### config.mk
export PLATFORM = sky130hd
export DESIGN_NAME = video_fmt_ctrl
export DESIGN_NICKNAME = d
export VERILOG_FILES = /design/src/video_fmt_pkg.sv /design/src/video_fmt_ctrl.sv
export SDC_FILE = /design/constraint.sdc
export NUM_CORES = 1
export LEC_CHECK = 0
export ABC_AREA = 1
export BUFFER_PORTS_ARGS = -buffer_cell sky130_fd_sc_hd__buf_2
export CAP_MARGIN = 20
export CELL_PAD_IN_SITES_DETAIL_PLACEMENT = 1
export CELL_PAD_IN_SITES_GLOBAL_PLACEMENT = 1
export CORE_ASPECT_RATIO = 1.5
export CORE_MARGIN = 2
export CORE_UTILIZATION = 39
export CTS_BUF_LIST = sky130_fd_sc_hd__clkbuf_8
export CTS_CLUSTER_SIZE = 20
export DETAILED_ROUTE_END_ITERATION = 10
export PLACE_DENSITY = 0.85
export SYNTH_ARGS = -nofsm -noshare
export SYNTH_HDL_FRONTEND = slang
export SYNTH_SLANG_ARGS = --single-unit
### constraint.sdc
create_clock -name ref_clk_i -period 3.57 [get_ports ref_clk_i]
set_input_delay 1.071 -clock ref_clk_i [delete_from_list [all_inputs] [get_ports ref_clk_i]]
set_output_delay 1.071 -clock ref_clk_i [all_outputs]
set_load 0.005 [all_outputs]
### src/video_fmt_pkg.sv
/*
 * Shared constants and types for the video format, framing and test
 * pattern control block.
 * Assumes an 8-bit register port and a 20-bit deserialized word stream.
 */
`default_nettype none
package video_fmt_pkg;

   // Register offsets (printed offsets used directly on the plain port)
   localparam logic [7:0] FORMAT_FORCE_CONTROL_OFF = 8'h0b;
   localparam logic [7:0] FORMAT_DETECT_STATUS_OFF = 8'h0c;
   localparam logic [7:0] TEST_PATTERN_CONTROL_OFF = 8'h0d;
   localparam logic [7:0] FRAMING_CONTROL_OFF = 8'h10;

   // Field positions
   localparam int FMT_HD_BIT = 4;
   localparam int FMT_PAL_BIT = 3;
   localparam int HIGH_DEF_LOCK_ONLY_BIT = 5;
   localparam int STD_DEF_LOCK_ONLY_BIT = 6;
   localparam int FRAME_MODE_BIT = 7;
   localparam int PAT_HD_BIT = 5;
   localparam int PAT_PROG_BIT = 4;
   localparam int PAT_GEN_ON_BIT = 6;
   localparam int PASS_BIT = 7;
   localparam int TRS_H_BIT = 6;
   localparam int TRS_V_BIT = 7;
   localparam int TRS_F_BIT = 8;

   // Reset values
   localparam logic [7:0] FORCE_RESET = 8'h80;
   localparam logic [7:0] TEST_RESET = 8'h00;
   localparam logic [4:0] FMT_NONE = 5'h00;

   // Format codes
   localparam logic [4:0] FMT_525_54 = 5'h01;
   localparam logic [4:0] FMT_525_36 = 5'h02;
   localparam logic [4:0] FMT_525_27 = 5'h03;
   localparam logic [4:0] FMT_625_54 = 5'h09;
   localparam logic [4:0] FMT_625_36 = 5'h0a;
   localparam logic [4:0] FMT_625_27 = 5'h0b;
   localparam logic [4:0] FMT_260_30I = 5'h11;
   localparam logic [4:0] FMT_274_30I = 5'h12;
   localparam logic [4:0] FMT_274_30P = 5'h13;
   localparam logic [4:0] FMT_274_25I = 5'h19;
   localparam logic [4:0] FMT_274_25P = 5'h1a;
   localparam logic [4:0] FMT_295_25I = 5'h1c;
   localparam logic [4:0] FMT_274_24P = 5'h1d;
   localparam logic [4:0] FMT_296_60P = 5'h14;

   // Raster totals: samples per line, lines per frame and active lines
   localparam logic [11:0] SMP_525_54 = 12'hd68;
   localparam logic [11:0] SMP_525_36 = 12'h8f0;
   localparam logic [11:0] SMP_525_27 = 12'h6b4;
   localparam logic [11:0] SMP_625_54 = 12'hd80;
   localparam logic [11:0] SMP_625_36 = 12'h900;
   localparam logic [11:0] SMP_625_27 = 12'h6c0;
   localparam logic [11:0] SMP_2200 = 12'h898;
   localparam logic [11:0] SMP_2640 = 12'ha50;
   localparam logic [11:0] SMP_2376 = 12'h948;
   localparam logic [11:0] SMP_2750 = 12'habe;
   localparam logic [11:0] SMP_1650 = 12'h672;
   localparam logic [10:0] LN_525 = 11'h20d;
   localparam logic [10:0] LN_625 = 11'h271;
   localparam logic [10:0] LN_1125 = 11'h465;
   localparam logic [10:0] LN_1250 = 11'h4e2;
   localparam logic [10:0] LN_750 = 11'h2ee;
   localparam logic [10:0] ACT_1035 = 11'h40b;

   // Pattern type field (bits 1:0)
   localparam logic [1:0] PAT_BLACK = 2'h0;
   localparam logic [1:0] PAT_PLL = 2'h1;
   localparam logic [1:0] PAT_EQ = 2'h2;
   localparam logic [1:0] PAT_BARS = 2'h3;
   localparam logic [5:0] PAT_SD_NTSC_BARS = 6'h03;
   localparam logic [5:0] PAT_SD_PAL_PLL = 6'h11;

   // Acquisition range driven to the clock recovery
   typedef enum logic [1:0] {
      RANGE_BOTH = 2'h0,
      RANGE_HD = 2'h1,
      RANGE_SD = 2'h2
   } range_t;

   // Timing reference found by the word search
   typedef struct packed {
      logic valid;
      logic [4:0] offset;
      logic [9:0] xyz;
   } trs_t;

   // Raster measurement of the incoming stream
   typedef struct packed {
      logic valid;
      logic progressive;
      logic [11:0] samples;
      logic [10:0] lines;
      logic [10:0] active;
   } meas_t;

   // Self-test progress from the pattern checker
   typedef struct packed {
      logic frame_done;
      logic mismatch;
   } built_in_self_test_t;

endpackage
`default_nettype wire

### src/video_fmt_ctrl.sv
/*
 * Format force/detect, word framing and test pattern control.
 * Assumes the TRS search, raster measurement and pattern checker run on
 * ref_clk_i; only the realign pin and the reset release come from outside and are synchronised.
 */
`timescale 1ns/1ns
`default_nettype none

// Functional notes
// - forced code restricts receiver to one format
// - code bit 4 set means HD
// - code bit 3 PAL, 24P HD also one
// - codes follow the raster table
// - High_def_lock_only limits acquisition and detection to HD
// - Std_def_lock_only limits acquisition and detection to SD
// - both clear searches SD and HD
// - default framing locks on first TRS
// - off-boundary TRS flags until aligned TRS
// - mode bit realigns while flag asserted
// - realign-every bit realigns on each TRS
// - alignment-style bit resets to one
// - detected format stored as five-bit code
// - detected bit 4 HD, bit 3 PAL
// - 74.25 and 74.25/1.001 report same code
// - H, V, F copy TRS bits 6-8
// - H, V, F held until next taken TRS
// - pattern choice selects generator/self-test data
// - generator enable also starts self-test
// - self-test result reads one on pass
// - pattern word: HD, prog/PAL, type bits
module video_fmt_ctrl (
   input wire logic ref_clk_i,
   input wire logic arst_n_i,
   input wire logic clk_en_i,
   input wire logic [7:0] reg_addr_i,
   input wire logic [7:0] reg_wdata_i,
   input wire logic reg_wr_i,
   input wire logic reg_rd_i,
   output logic [7:0] reg_rdata_o,
   input wire video_fmt_pkg::trs_t trs_i,
   input wire video_fmt_pkg::meas_t meas_i,
   input wire video_fmt_pkg::built_in_self_test_t built_in_self_test_i,
   input wire logic realign_input_i,
   output logic misaligned_trs_flag_o,
   output logic [4:0] word_offset_o,
   output logic framer_locked_o,
   output video_fmt_pkg::range_t search_range_o,
   output logic [4:0] detected_format_o,
   output logic [2:0] hvf_o,
   output logic [5:0] pattern_sel_o,
   output logic pattern_gen_on_o,
   output logic built_in_self_test_on_o
);
   import video_fmt_pkg::*;

   // Framer states
   typedef enum logic {
      FR_SEARCH,
      FR_LOCKED
   } frame_state_t;

   // Raster lookup; rate is never an input, so /1.001 rates match too
   function automatic logic [4:0] raster_code(input meas_t m);
      logic [4:0] c;
      c = FMT_NONE;
      case (m.samples)
         SMP_525_54: c = FMT_525_54;
         SMP_525_36: c = FMT_525_36;
         SMP_525_27: c = FMT_525_27;
         SMP_625_54: c = FMT_625_54;
         SMP_625_36: c = FMT_625_36;
         SMP_625_27: c = FMT_625_27;
         SMP_2200: begin
            if (m.progressive) begin
               c = FMT_274_30P;
            end else if (m.active == ACT_1035) begin
               c = FMT_260_30I;
            end else begin
               c = FMT_274_30I;
            end
         end
         SMP_2640: c = m.progressive ? FMT_274_25P : FMT_274_25I;
         SMP_2376: c = FMT_295_25I;
         SMP_2750: c = FMT_274_24P;
         SMP_1650: c = FMT_296_60P;
         default: c = FMT_NONE;
      endcase
      return c;
   endfunction

   // Expected line count per code, used to reject half-matches
   function automatic logic [10:0] code_lines(input logic [4:0] c);
      logic [10:0] l;
      l = LN_1125;
      if (!c[FMT_HD_BIT]) begin
         l = c[FMT_PAL_BIT] ? LN_625 : LN_525;
      end else if (c == FMT_295_25I) begin
         l = LN_1250;
      end else if (c == FMT_296_60P) begin
         l = LN_750;
      end
      return l;
   endfunction

   // Patterns that double as self-test data
   function automatic logic is_built_in_self_test_pat(input logic [5:0] p);
      return (p[PAT_HD_BIT] && p[1:0] == PAT_BARS) ||
         p == PAT_SD_NTSC_BARS || p == PAT_SD_PAL_PLL;
   endfunction

   // Reset synchroniser and realign pin synchroniser
   logic [1:0] rst_sync_r;
   logic rst_n;
   logic realign_meta_r;
   logic realign_pin_r;

   // Registers
   logic [7:0] force_ctrl_r;
   logic [5:0] pattern_sel_r;
   logic pattern_gen_on_r;
   logic realign_every_r;
   logic [7:0] rdata_r;

   // Framer state
   frame_state_t frame_state_r;
   frame_state_t frame_state_nxt;
   logic [4:0] offset_r;
   logic [4:0] offset_nxt;
   logic misaligned_r;
   logic misaligned_nxt;
   logic [2:0] hvf_r;

   // Detection and self-test state
   logic [4:0] detected_r;
   range_t range_r;
   logic built_in_self_test_run_r;
   logic built_in_self_test_seen_r;
   logic built_in_self_test_fail_r;
   logic built_in_self_test_pass_r;

   assign rst_n = rst_sync_r[1];

   // Two-stage reset release
   always_ff @(posedge ref_clk_i or negedge arst_n_i) begin
      if (!arst_n_i) begin
         rst_sync_r <= 2'h0;
      end else begin
         rst_sync_r <= {rst_sync_r[0], 1'b1};
      end
   end

   // Realign pin is asynchronous to the word clock
   always_ff @(posedge ref_clk_i or negedge rst_n) begin
      if (!rst_n) begin
         realign_meta_r <= 1'b0;
         realign_pin_r <= 1'b0;
      end else if (clk_en_i) begin
         realign_meta_r <= realign_input_i;
         realign_pin_r <= realign_meta_r;
      end
   end

   // Register decode
   wire wr_force = reg_wr_i && reg_addr_i == FORMAT_FORCE_CONTROL_OFF;
   wire wr_test = reg_wr_i && reg_addr_i == TEST_PATTERN_CONTROL_OFF;
   wire wr_frame = reg_wr_i && reg_addr_i == FRAMING_CONTROL_OFF;
   wire [4:0] force_code = force_ctrl_r[4:0];
   wire high_def_lock_only = force_ctrl_r[HIGH_DEF_LOCK_ONLY_BIT];
   wire std_def_lock_only = force_ctrl_r[STD_DEF_LOCK_ONLY_BIT];
   wire frame_mode = force_ctrl_r[FRAME_MODE_BIT];
   wire realign_every = realign_every_r || realign_pin_r;

   // Control registers; detect status has no write path
   always_ff @(posedge ref_clk_i or negedge rst_n) begin
      if (!rst_n) begin
         force_ctrl_r <= FORCE_RESET;
         pattern_sel_r <= TEST_RESET[5:0];
         pattern_gen_on_r <= 1'b0;
         realign_every_r <= 1'b0;
      end else if (clk_en_i) begin
         if (wr_force) begin
            force_ctrl_r <= reg_wdata_i;
         end
         if (wr_test) begin
            pattern_sel_r <= reg_wdata_i[5:0];
            pattern_gen_on_r <= reg_wdata_i[PAT_GEN_ON_BIT];
         end
         if (wr_frame) begin
            realign_every_r <= reg_wdata_i[0];
         end
      end
   end

   // Read mux; unmapped addresses read zero
   wire [7:0] rd_force = force_ctrl_r;
   wire [7:0] rd_detect = {hvf_r, detected_r};
   wire [7:0] rd_test = {built_in_self_test_pass_r, pattern_gen_on_r, pattern_sel_r};
   wire [7:0] rd_frame = {6'h00, misaligned_r, realign_every_r};
   wire [7:0] rd_mux =
      reg_addr_i == FORMAT_FORCE_CONTROL_OFF ? rd_force :
      reg_addr_i == FORMAT_DETECT_STATUS_OFF ? rd_detect :
      reg_addr_i == TEST_PATTERN_CONTROL_OFF ? rd_test :
      reg_addr_i == FRAMING_CONTROL_OFF ? rd_frame : 8'h00;

   // Read data stand for one cycle only
   always_ff @(posedge ref_clk_i or negedge rst_n) begin
      if (!rst_n) begin
         rdata_r <= 8'h00;
      end else if (clk_en_i) begin
         rdata_r <= reg_rd_i ? rd_mux : 8'h00;
      end
   end

   // Framer next-state logic
   wire on_boundary = trs_i.offset == offset_r;
   wire realign_now = realign_every || (frame_mode && misaligned_r);
   always_comb begin
      frame_state_nxt = frame_state_r;
      offset_nxt = offset_r;
      misaligned_nxt = misaligned_r;
      case (frame_state_r)
         FR_SEARCH: begin
            if (trs_i.valid) begin
               frame_state_nxt = FR_LOCKED;
               offset_nxt = trs_i.offset;
               misaligned_nxt = 1'b0;
            end
         end
         FR_LOCKED: begin
            if (trs_i.valid) begin
               if (on_boundary) begin
                  misaligned_nxt = 1'b0;
               end else if (realign_now) begin
                  // Looped flag realigns on the next TRS after it rose
                  offset_nxt = trs_i.offset;
                  misaligned_nxt = 1'b0;
               end else begin
                  misaligned_nxt = 1'b1;
               end
            end
         end
         default: begin
            frame_state_nxt = FR_SEARCH;
         end
      endcase
   end

   // Framer state, timing bits from each taken TRS: the first one, one on the boundary, or one that realigns
   wire trs_taken = trs_i.valid &&
      (frame_state_r == FR_SEARCH || on_boundary || realign_now);
   always_ff @(posedge ref_clk_i or negedge rst_n) begin
      if (!rst_n) begin
         frame_state_r <= FR_SEARCH;
         offset_r <= 5'h00;
         misaligned_r <= 1'b0;
         hvf_r <= 3'h0;
      end else if (clk_en_i) begin
         frame_state_r <= frame_state_nxt;
         offset_r <= offset_nxt;
         misaligned_r <= misaligned_nxt;
         if (trs_taken) begin
            // Held until the next taken TRS, so F spans its field
            hvf_r <= {trs_i.xyz[TRS_F_BIT], trs_i.xyz[TRS_V_BIT],
               trs_i.xyz[TRS_H_BIT]};
         end
      end
   end

   // Detection filter: range and forced code both gate a match
   wire [4:0] meas_code = raster_code(meas_i);
   wire lines_ok = meas_i.lines == code_lines(meas_code);
   wire in_range = !(high_def_lock_only && !meas_code[FMT_HD_BIT]) &&
      !(std_def_lock_only && meas_code[FMT_HD_BIT]);
   wire force_ok = force_code == FMT_NONE || meas_code == force_code;
   wire accept = meas_i.valid && meas_code != FMT_NONE && lines_ok &&
      in_range && force_ok;
   wire range_t range_sel = high_def_lock_only ? RANGE_HD :
      std_def_lock_only ? RANGE_SD : RANGE_BOTH;

   // Detected code, unknown rasters clear it
   always_ff @(posedge ref_clk_i or negedge rst_n) begin
      if (!rst_n) begin
         detected_r <= FMT_NONE;
         range_r <= RANGE_BOTH;
      end else if (clk_en_i) begin
         range_r <= range_sel;
         if (wr_force) begin
            // New forced code or range voids the old result
            detected_r <= FMT_NONE;
         end else if (meas_i.valid) begin
            detected_r <= accept ? meas_code : FMT_NONE;
         end
      end
   end

   // Self-test: runs with the generator, passes after a clean frame of a self-test pattern
   wire built_in_self_test_ok_pat = is_built_in_self_test_pat(pattern_sel_r);
   always_ff @(posedge ref_clk_i or negedge rst_n) begin
      if (!rst_n) begin
         built_in_self_test_run_r <= 1'b0;
         built_in_self_test_seen_r <= 1'b0;
         built_in_self_test_fail_r <= 1'b0;
         built_in_self_test_pass_r <= 1'b0;
      end else if (clk_en_i) begin
         built_in_self_test_run_r <= pattern_gen_on_r;
         if (pattern_gen_on_r && !built_in_self_test_run_r) begin
            // Fresh run forgets the previous outcome
            built_in_self_test_seen_r <= 1'b0;
            built_in_self_test_fail_r <= 1'b0;
            built_in_self_test_pass_r <= 1'b0;
         end else if (built_in_self_test_run_r) begin
            if (built_in_self_test_i.frame_done) begin
               built_in_self_test_seen_r <= 1'b1;
            end
            if (built_in_self_test_i.mismatch) begin
               built_in_self_test_fail_r <= 1'b1;
            end
            built_in_self_test_pass_r <= built_in_self_test_ok_pat && built_in_self_test_seen_r &&
               !built_in_self_test_fail_r && !built_in_self_test_i.mismatch;
         end
      end
   end

   // Outputs straight from flops
   assign reg_rdata_o = rdata_r;
   assign misaligned_trs_flag_o = misaligned_r;
   assign word_offset_o = offset_r;
   assign framer_locked_o = frame_state_r == FR_LOCKED;
   assign search_range_o = range_r;
   assign detected_format_o = detected_r;
   assign hvf_o = hvf_r;
   assign pattern_sel_o = pattern_sel_r;
   assign pattern_gen_on_o = pattern_gen_on_r;
   assign built_in_self_test_on_o = built_in_self_test_run_r;
endmodule
`default_nettype wire

==> qor.txt, run 1 <==
# setup viols final = 0
number of antenna violations at the first check in global routing = 0
cell-by-cell listing of the critical path = buf_2 -> nor2_1 -> nor3b_4 -> nand2_2 -> inv_2 -> nand2_1 -> nand2_1 -> inv_1 -> nand2_1 -> nand2_1
commonest non-fill, non-tap cell in the layout = sky130_fd_sc_hd__nand2_1
antenna-violating nets left = 0
final routed wirelength across all metal layers = 9720 um
first-pass GRT wire length = 16000 um
DRC marker count from the first detailed-route iteration = 150
clk_lat worst skew = 0.31 ns
clock tree from TritonCTS = built
routed vias/inst = 5.11
ys async rst share = 100%
NumNets Final = 628
Reg clk slew, reported paths = 0.09 ns
cts bufs inserted = 5
#FFs+latches synth = 49
Worst Slack Setup Final = 0.963 ns
vias in the first global route = 3551
number of buffers added to fix hold violations after cts = 0
count of port buffers added during placement = 101
largest voltage drop on the vdd net = 0.180 mV
pre-CTS setup slack = 0.609 ns
count of cells resized by post-cts repair = 0
total count of hold-check failures in the final report = 0
critical path data arrival time = 2.81 ns
total DRC errors in the routed layout = 0
CTS Sinks = 49
most frequent cells in the layout = 117 x sky130_fd_sc_hd__nand2_1, 101 x sky130_fd_sc_hd__buf_2, 63 x sky130_fd_sc_hd__inv_1
RD Place Congestion = 0.858
launch point of the worst reg-to-reg path = word_offset_o[3]
result of the run = finished clean
n_diodes = 0
proportion of synthesized chip area in sequential cells = 38.4%
# H-tree levels = 2
Setup crit start kind = input port
utilization of the core after routing = 49.2%
final worst clock skew = 0.0116 ns
cell with the largest stage delay on the worst path = sky130_fd_sc_hd__nor3b_4
worst-path fanout max = 17
starting density of the core = 39.9%
share of cells above drive strength 1 = 28.6%
Worst Max-Slew Pin Slew = 0.548 ns
area growth from synthesis to layout = 23.3%
highest clock frequency the design can meet = 384 MHz
remaining global-route overflow = 0
number of enable-type register cells in the synthesized netlist = 0
final count of pins violating max slew = 0
Critical Path RT = 3.77 ns
maximum number of buffers from clock root to sink = 2
Max transition margin = 63.3%
number of warnings printed during yosys synthesis = 0
sort of element at the end of the critical path = flop
first-pass detailed-route iteration total = 6
accumulated negative setup slack = 0 ns
die width = 77.9 um
kind of critical path = input port to flop
depth of the worst register-to-register path = 5
Post-Syn Nets = 524
count of distinct cell types in the synthesized netlist = 37
Main synth FF type = sky130_fd_sc_hd__dfrtp_1
final critical-path share of the clock period = 73.0%
Synth Cell Area = 0.00320 mm^2
DIE AREA = 0.00895 mm^2
routed length per placed instance = 14.8 um
power per cell area = 308 mW/mm^2
Via Count = 3363
I/O pin count = 109
non-filler cells in the finished layout = 658
worst min path class = flop to async pin
clock root buffer = sky130_fd_sc_hd__clkbuf_8
DP HPWL = 8210 um
vertical die dimension = 115 um
maximum number of pins on one net before global-route repair = 48
number of cells produced by synthesis = 448
timing startpoint of the critical path = reg_addr_i[7]
area of the placeable core = 0.00801 mm^2
Cell Count Post-Placement = 649
number of max-capacitance violations reported = 0
overall track demand over capacity in global routing = 22.3%
cell repeated most along the worst path = sky130_fd_sc_hd__nand2_1
setup repair after global routing missed its margin = false
syn_area_per_cell = 7.13 um^2
total of fill cells in the finished design = 1085
slowest cell delay on critical path = 0.39 ns
post-CTS setup buffers = 0
leakage power figure = 2.20 nW
worst hold slack after final layout = 0.0807 ns
FP Rows = 40
clock period minus final worst setup slack = 2.61 ns
## synthesized netlist by cell type (2+ instances only)
cell                        count  area share, %
sky130_fd_sc_hd__clkbuf_1       4           0.47
sky130_fd_sc_hd__o2111ai_1      2           0.55
sky130_fd_sc_hd__o21ai_0       28            4.4
sky130_fd_sc_hd__a32o_1         5            1.6
sky130_fd_sc_hd__nand4_1        6            1.2
sky130_fd_sc_hd__nor2_1        47            5.5
sky130_fd_sc_hd__nor2_2         8            1.6
sky130_fd_sc_hd__inv_1         62            7.3
sky130_fd_sc_hd__nor2_4         4            1.4
sky130_fd_sc_hd__nor3_1         3           0.47
sky130_fd_sc_hd__dfrtp_1       48             38
sky130_fd_sc_hd__xor2_1         6            1.6
sky130_fd_sc_hd__nand2_1      117             14
sky130_fd_sc_hd__nand3_4        2            1.1
sky130_fd_sc_hd__nand2_2       12            2.3
sky130_fd_sc_hd__o221ai_1       3           0.82
sky130_fd_sc_hd__a21oi_1       11            1.7
sky130_fd_sc_hd__o211ai_1       4           0.94
sky130_fd_sc_hd__inv_2          9            1.1
sky130_fd_sc_hd__nand3_2        4            1.3
sky130_fd_sc_hd__mux2_2         5            1.8
sky130_fd_sc_hd__nand3_1       42            6.6
sky130_fd_sc_hd__xnor2_1        2           0.55
## per-layer routing
layer | routed length (um) | vias up | GRT usage [%] | part of all wire (%)
li1 | - | 1650 | - | -
met1 | 3490 | 1598 | 21.7 | 36
met2 | 5620 | 93 | 46.3 | 58
met3 | 331 | 22 | 2.51 | 3.4
met4 | 284 | 0 | 9.36 | 2.9
met5 | 0 | - | 0 | 0
## registers in the layout, indices dropped and copies added, names as in the netlist
signal                     count
built_in_self_test_on_o        1
word_offset_o                  5
realign_every_r                1
search_range_o                 2
reg_rdata_o                    8
misaligned_trs_flag_o          1
realign_pin_r                  1
built_in_self_test_fail_r      1
realign_meta_r                 1
pattern_gen_on_o               1
force_ctrl_r                   8
built_in_self_test_seen_r      1
hvf_o                          3
framer_locked_o                1
built_in_self_test_pass_r      1
pattern_sel_o                  6
detected_format_o              5
rst_sync_r                     2
## report_power, final
part           internal [mW]  switching (mW)
logic                 0.0898           0.121
registers              0.591          0.0254
clock network          0.205           0.181
total                  0.886           0.327
## worst paths after layout
check / endpoint / slack (ns)
worst min register to register: word_offset_o[2] / 0.08
worst max-delay path: detected_format_o[4] / 0.96
min in group ref_clk_i: rst_sync_r[1] / 0.36
worst min-delay path: word_offset_o[2] / 0.08
max in group asynchronous: rst_sync_r[1] / 2.93
worst max register to register: word_offset_o[4] / 1.75
## area by class of cell
cell class / instances / area (um^2) / share of cell area [%]
tap: 105 / 131 / 3.34
multi-input combinational: 323 / 1680 / 42.6
clock buffer: 5 / 68.8 / 1.75
timing repair buffer: 102 / 526 / 13.3
inverter: 71 / 267 / 6.77
sequential: 49 / 1230 / 31.2
clock inverter: 3 / 38.8 / 0.985
## critical path: cells and delay by family
kind                   cells  cell delay (ns)
AND/OR/NAND/NOR            7             1.33
buffers and inverters      3             0.40
## cells by family after synthesis
logic type | Yosys count | synth area share (%)
multiplexers | 5 | 1.76
AND/OR/NAND/NOR | 252 | 37.3
other | 1 | 0.117
XOR/XNOR | 8 | 2.19
AO/OA/AOI/OAI | 57 | 11.2
buffers and inverters | 76 | 9.04
flip-flops | 49 | 38.4
## per-stage QoR
stage                     power, mW  area [um^2]
after detailed placement      0.838         3810
after floorplan               0.735         3200
after global placement        0.825         3810
final                          1.21         3940
after global routing           1.28         3940
after CTS                      1.22         3920
(Power assumes the default switching activity.)
==> run 2: changes to the inputs <==
Settings changed: CORE_UTILIZATION 39 to 36, PLACE_DENSITY 0.85 to 0.79.
Clock period 3.57 ns to 2.6 ns, I/O delays scaled along.
==> run 2 against run 1 <==
Cell area is essentially flat. Critical path type unchanged. Combinational power is 37% higher. Die area grew 8.0%. Hold slack improved by 0.014 ns. Critical endpoint is now detected_format_o[0].
==> qor.txt, run 2 (synthesized netlist as in run 1, its figures left out) <==
worst hold slack after final layout = 0.0942 ns
kind of critical path = input port to flop
worst min path class = flop to async pin
sort of element at the end of the critical path = flop
total count of hold-check failures in the final report = 0
DP HPWL = 8180 um
DRC marker count from the first detailed-route iteration = 109
I/O pin count = 109
Final Cell Area = 0.00394 mm^2
non-filler cells in the finished layout = 666
maximum number of pins on one net before global-route repair = 48
antenna-violating nets left = 0
leakage power figure = 2.21 nW
# setup viols final = 0
Worst R2R Setup Slack = 0.82 ns
starting density of the core = 36.6%
first-pass GRT wire length = 16000 um
Setup crit start kind = input port
count of port buffers added during placement = 101
most frequent cells in the layout = 117 x sky130_fd_sc_hd__nand2_1, 101 x sky130_fd_sc_hd__buf_2, 63 x sky130_fd_sc_hd__inv_1
RD Place Congestion = 0.876
number of buffers added to fix hold violations after cts = 0
final critical-path share of the clock period = 81.4%
count of cells resized by post-cts repair = 0
overall track demand over capacity in global routing = 21.4%
n_diodes = 0
Max transition margin = 63.5%
clock root buffer = sky130_fd_sc_hd__clkbuf_8
depth of the worst register-to-register path = 5
result of the run = finished clean
slowest cell delay on critical path = 0.26 ns
clock tree from TritonCTS = built
vertical die dimension = 119 um
final total power = 1.57 mW
total of fill cells in the finished design = 1190
number of antenna violations at the first check in global routing = 0
launch point of the worst reg-to-reg path = word_offset_o[0]
utilization of the core after routing = 45.2%
FP Rows = 42
NumNets Final = 631
post-CTS setup buffers = 0
total DRC errors in the routed layout = 0
vias in the first global route = 3589
clk_lat worst skew = 0.31 ns
# H-tree levels = 2
highest clock frequency the design can meet = 473 MHz
CTS Sinks = 49
share of cells above drive strength 1 = 29.0%
commonest non-fill, non-tap cell in the layout = sky130_fd_sc_hd__nand2_1
worst-path fanout max = 5
routed length per placed instance = 14.6 um
maximum number of buffers from clock root to sink = 2
Worst Slack Setup Final = 0.484 ns
final routed wirelength across all metal layers = 9720 um
power per cell area = 397 mW/mm^2
Worst Max-Slew Pin Slew = 0.546 ns
cell with the largest stage delay on the worst path = sky130_fd_sc_hd__nor2_2
critical path data arrival time = 2.36 ns
number of max-capacitance violations reported = 0
setup repair after global routing missed its margin = false
standard cell area after detailed placement = 0.00384 mm^2
clock period minus final worst setup slack = 2.12 ns
final worst clock skew = 0.0105 ns
remaining global-route overflow = 0
largest voltage drop on the vdd net = 0.248 mV
DIE AREA = 0.00966 mm^2
die width = 80.9 um
area of the placeable core = 0.00872 mm^2
cell-by-cell listing of the critical path = buf_2 -> inv_2 -> nand2_2 -> nor2_2 -> nand3_4 -> nand3_2 -> nor2_1 -> nand2_1 -> nand3_1 -> nor2_1 -> nand4_1 -> nor2_2 -> nand3_1 -> nand2_1
Reg clk slew, reported paths = 0.09 ns
final count of pins violating max slew = 0
cts bufs inserted = 5
Via Count = 3331
Cell Count Post-Placement = 657
r2r endpoint = word_offset_o[0]
Critical Path RT = 2.85 ns
pre-CTS setup slack = 0.111 ns
first-pass detailed-route iteration total = 4
accumulated negative setup slack = 0 ns
area growth from synthesis to layout = 23.4%
routed vias/inst = 5.00
==> run 2: cell types whose count changed in the layout (fill, tap and decap cells not counted), sizes merged <==
cell    change
buf         +3
bufinv      -1
clkinv      +1
==> run 2: final cells by class <==
cell class,count,area [um^2],area share (%)
multi-input combinational,323,1680,42.6
tap,110,138,3.49
timing repair buffer,105,548,13.9
sequential,49,1230,31.2
inverter,71,267,6.76
clock inverter,3,13.8,0.349
clock buffer,5,68.8,1.75
==> run 2: how the worst max path moves through the flow <==
stage	startpoint	endpoint	slack (ns)	depth (start not counted)
after floorplan	reg_addr_i[7]	detected_format_o[0]	0.53	12
after global placement	meas_i[30]	detected_format_o[1]	0.16	14
after detailed placement	meas_i[30]	detected_format_o[0]	0.11	14
after CTS	meas_i[30]	detected_format_o[0]	0.44	14
after global routing	meas_i[22]	detected_format_o[4]	0.23	14
final	meas_i[30]	detected_format_o[0]	0.48	14
==> run 2: worst max-delay path, delay by kind of cell <==
family        cells  cell delay, ns
simple gates     12            1.41
buf+inv           2            0.17
==> run 2: power breakdown <==
part	internal [mW]	switching (mW)
Combinational	0.125	0.163
Clock	0.183	0.248
Sequential	0.811	0.0357
==> run 2: metal layers <==
metal	up-vias	track usage (%)	routed length [um]
met5	-	0	0
li1	1649	-	-
met3	20	1.97	285
met2	79	42.6	5610
met4	0	9.85	325
met1	1583	21.1	3500
==> run 3: changes to the inputs <==
Clock period 2.6 ns to 2 ns, I/O delays scaled along.
==> run 3 against run 2 <==
Final cell count rose by 2.6%. Non-clock buffer count increased by 17. Clock power is 32% higher. Sequential cell count is the same. Sequential share of layout area decreased by 3.1 points. Combinational power is 48% higher. Utilization grew 5.0 points. Count of clock-buffer cells in the layout unchanged. Power rose by 34%.
==> qor.txt, run 3 (synthesized netlist as in run 1, its figures left out) <==
starting density of the core = 36.6%
most frequent cells in the layout = 106 x sky130_fd_sc_hd__nand2_1, 91 x sky130_fd_sc_hd__buf_2, 56 x sky130_fd_sc_hd__inv_1
n_diodes = 0
critical path data arrival time = 2.21 ns
DP HPWL = 8300 um
overall track demand over capacity in global routing = 22.2%
launch point of the worst reg-to-reg path = word_offset_o[0]
# H-tree levels = 2
worst-path fanout max = 5
worst min path class = input port to async pin
pre-CTS setup slack = -0.332 ns
DRC marker count from the first detailed-route iteration = 111
number of max-capacitance violations reported = 0
maximum number of pins on one net before global-route repair = 48
vertical die dimension = 119 um
Final Cell Area = 0.00438 mm^2
accumulated negative setup slack = 0 ns
Worst Slack Setup Final = 0.0500 ns
Worst R2R Setup Slack = 0.41 ns
Via Count = 3457
routed vias/inst = 5.06
final routed wirelength across all metal layers = 10300 um
routed length per placed instance = 15.1 um
first-pass GRT wire length = 16500 um
Worst Max-Slew Pin Slew = 0.600 ns
vias in the first global route = 3640
clk_lat worst skew = 0.31 ns
antenna-violating nets left = 0
commonest non-fill, non-tap cell in the layout = sky130_fd_sc_hd__nand2_1
Max transition margin = 60.0%
final count of pins violating max slew = 0
final worst clock skew = 0.00723 ns
clock root buffer = sky130_fd_sc_hd__clkbuf_8
result of the run = finished clean
CTS Sinks = 49
final critical-path share of the clock period = 97.5%
standard cell area after detailed placement = 0.00398 mm^2
setup repair after global routing missed its margin = true
depth of the worst register-to-register path = 6
NumNets Final = 648
total DRC errors in the routed layout = 0
area of the placeable core = 0.00872 mm^2
Setup crit start kind = input port
Cell Count Post-Placement = 674
highest clock frequency the design can meet = 513 MHz
number of antenna violations at the first check in global routing = 0
FP Rows = 42
maximum number of buffers from clock root to sink = 2
leakage power figure = 2.36 nW
clock tree from TritonCTS = built
utilization of the core after routing = 50.2%
# setup viols final = 0
non-filler cells in the finished layout = 683
share of cells above drive strength 1 = 37.9%
total of fill cells in the finished design = 1154
DIE AREA = 0.00966 mm^2
RD Place Congestion = 0.865
count of port buffers added during placement = 101
total count of hold-check failures in the final report = 0
first-pass detailed-route iteration total = 4
Reg clk slew, reported paths = 0.09 ns
clock period minus final worst setup slack = 1.95 ns
power per cell area = 478 mW/mm^2
Critical Path RT = 2.26 ns
remaining global-route overflow = 0
kind of critical path = input port to flop
I/O pin count = 109
cts bufs inserted = 5
sort of element at the end of the critical path = flop
largest voltage drop on the vdd net = 0.380 mV
area growth from synthesis to layout = 37.0%
die width = 80.9 um
r2r endpoint = word_offset_o[1]
## run 3: changes by cell type in the layout (fill, tap and decap cells not counted), moves of 8 or more
| cell | delta |
|---|---|
| sky130_fd_sc_hd__buf_2 | -10 |
| sky130_fd_sc_hd__buf_4 | +18 |
| sky130_fd_sc_hd__buf_6 | +8 |
| sky130_fd_sc_hd__nand2_1 | -11 |
| sky130_fd_sc_hd__nand2_4 | +12 |
| sky130_fd_sc_hd__nand3_1 | -11 |
| sky130_fd_sc_hd__nor2_1 | -9 |
| sky130_fd_sc_hd__nor2_4 | +9 |
## run 3: layout make-up
class / count / area, um^2 / share of cell area, %
Multi-Input combinational cell: 323 / 1920 / 43.9
Inverter: 71 / 277 / 6.31
Tap cell: 110 / 138 / 3.14
Sequential cell: 49 / 1230 / 28.1
Clock inverter: 3 / 13.8 / 0.314
Clock buffer: 5 / 68.8 / 1.57
Timing Repair Buffer: 122 / 731 / 16.7
## run 3: where the power goes
group | internal [mW] | switching (mW)
combinational | 0.182 | 0.244
clock | 0.238 | 0.331
sequential | 1.05 | 0.0443
## run 3: worst max path at each step
stage	start	to	slack (ns)	cells after the start
final	meas_i[32]	detected_format_o[1]	0.05	14
after global routing	meas_i[23]	detected_format_o[4]	-0.06	14
after CTS	meas_i[31]	detected_format_o[3]	0.04	14
after detailed placement	meas_i[30]	detected_format_o[3]	-0.33	14
after global placement	meas_i[30]	detected_format_o[2]	-0.24	16
after floorplan	reg_addr_i[7]	detected_format_o[0]	0.11	12
## run 3: through the flow
step,hold WS (ns),power [mW]
6_report,0.0504,2.09
4_1_cts,0.0373,2.09
3_3_place_gp,0.337,1.48
5_1_grt,0.0430,2.21
3_5_place_dp,0.342,1.51
2_1_floorplan,0.304,1.31
## run 3: metal layers
metal / GRT usage, % / wire length [um]
met2: 44.8 / 5890
met1: 20.9 / 3540
met5: 0 / 0
met3: 2.35 / 403
met4: 10.7 / 455
## run 3: worst max-delay path, cell delays in order
cell and delay (ns):
sky130_fd_sc_hd__buf_6 0.10, sky130_fd_sc_hd__inv_4 0.05, sky130_fd_sc_hd__nand2_4 0.07, sky130_fd_sc_hd__nor2_4 0.22, sky130_fd_sc_hd__nand3_4 0.16, sky130_fd_sc_hd__nand2_2 0.12, sky130_fd_sc_hd__nor2_1 0.06, sky130_fd_sc_hd__nand3_1 0.07
sky130_fd_sc_hd__nand2_1 0.07, sky130_fd_sc_hd__a21oi_2 0.17, sky130_fd_sc_hd__nand2_2 0.10, sky130_fd_sc_hd__a21oi_4 0.24, sky130_fd_sc_hd__nand3_2 0.09, sky130_fd_sc_hd__nand2_1 0.08
## run 3: timing repair
item,CTS,global route
pin swaps,0,33
gates resized for setup,1,83
cloned,0,0
hold buffers,0,0
setup buffers,0,1
setup endpoints to repair,1,5
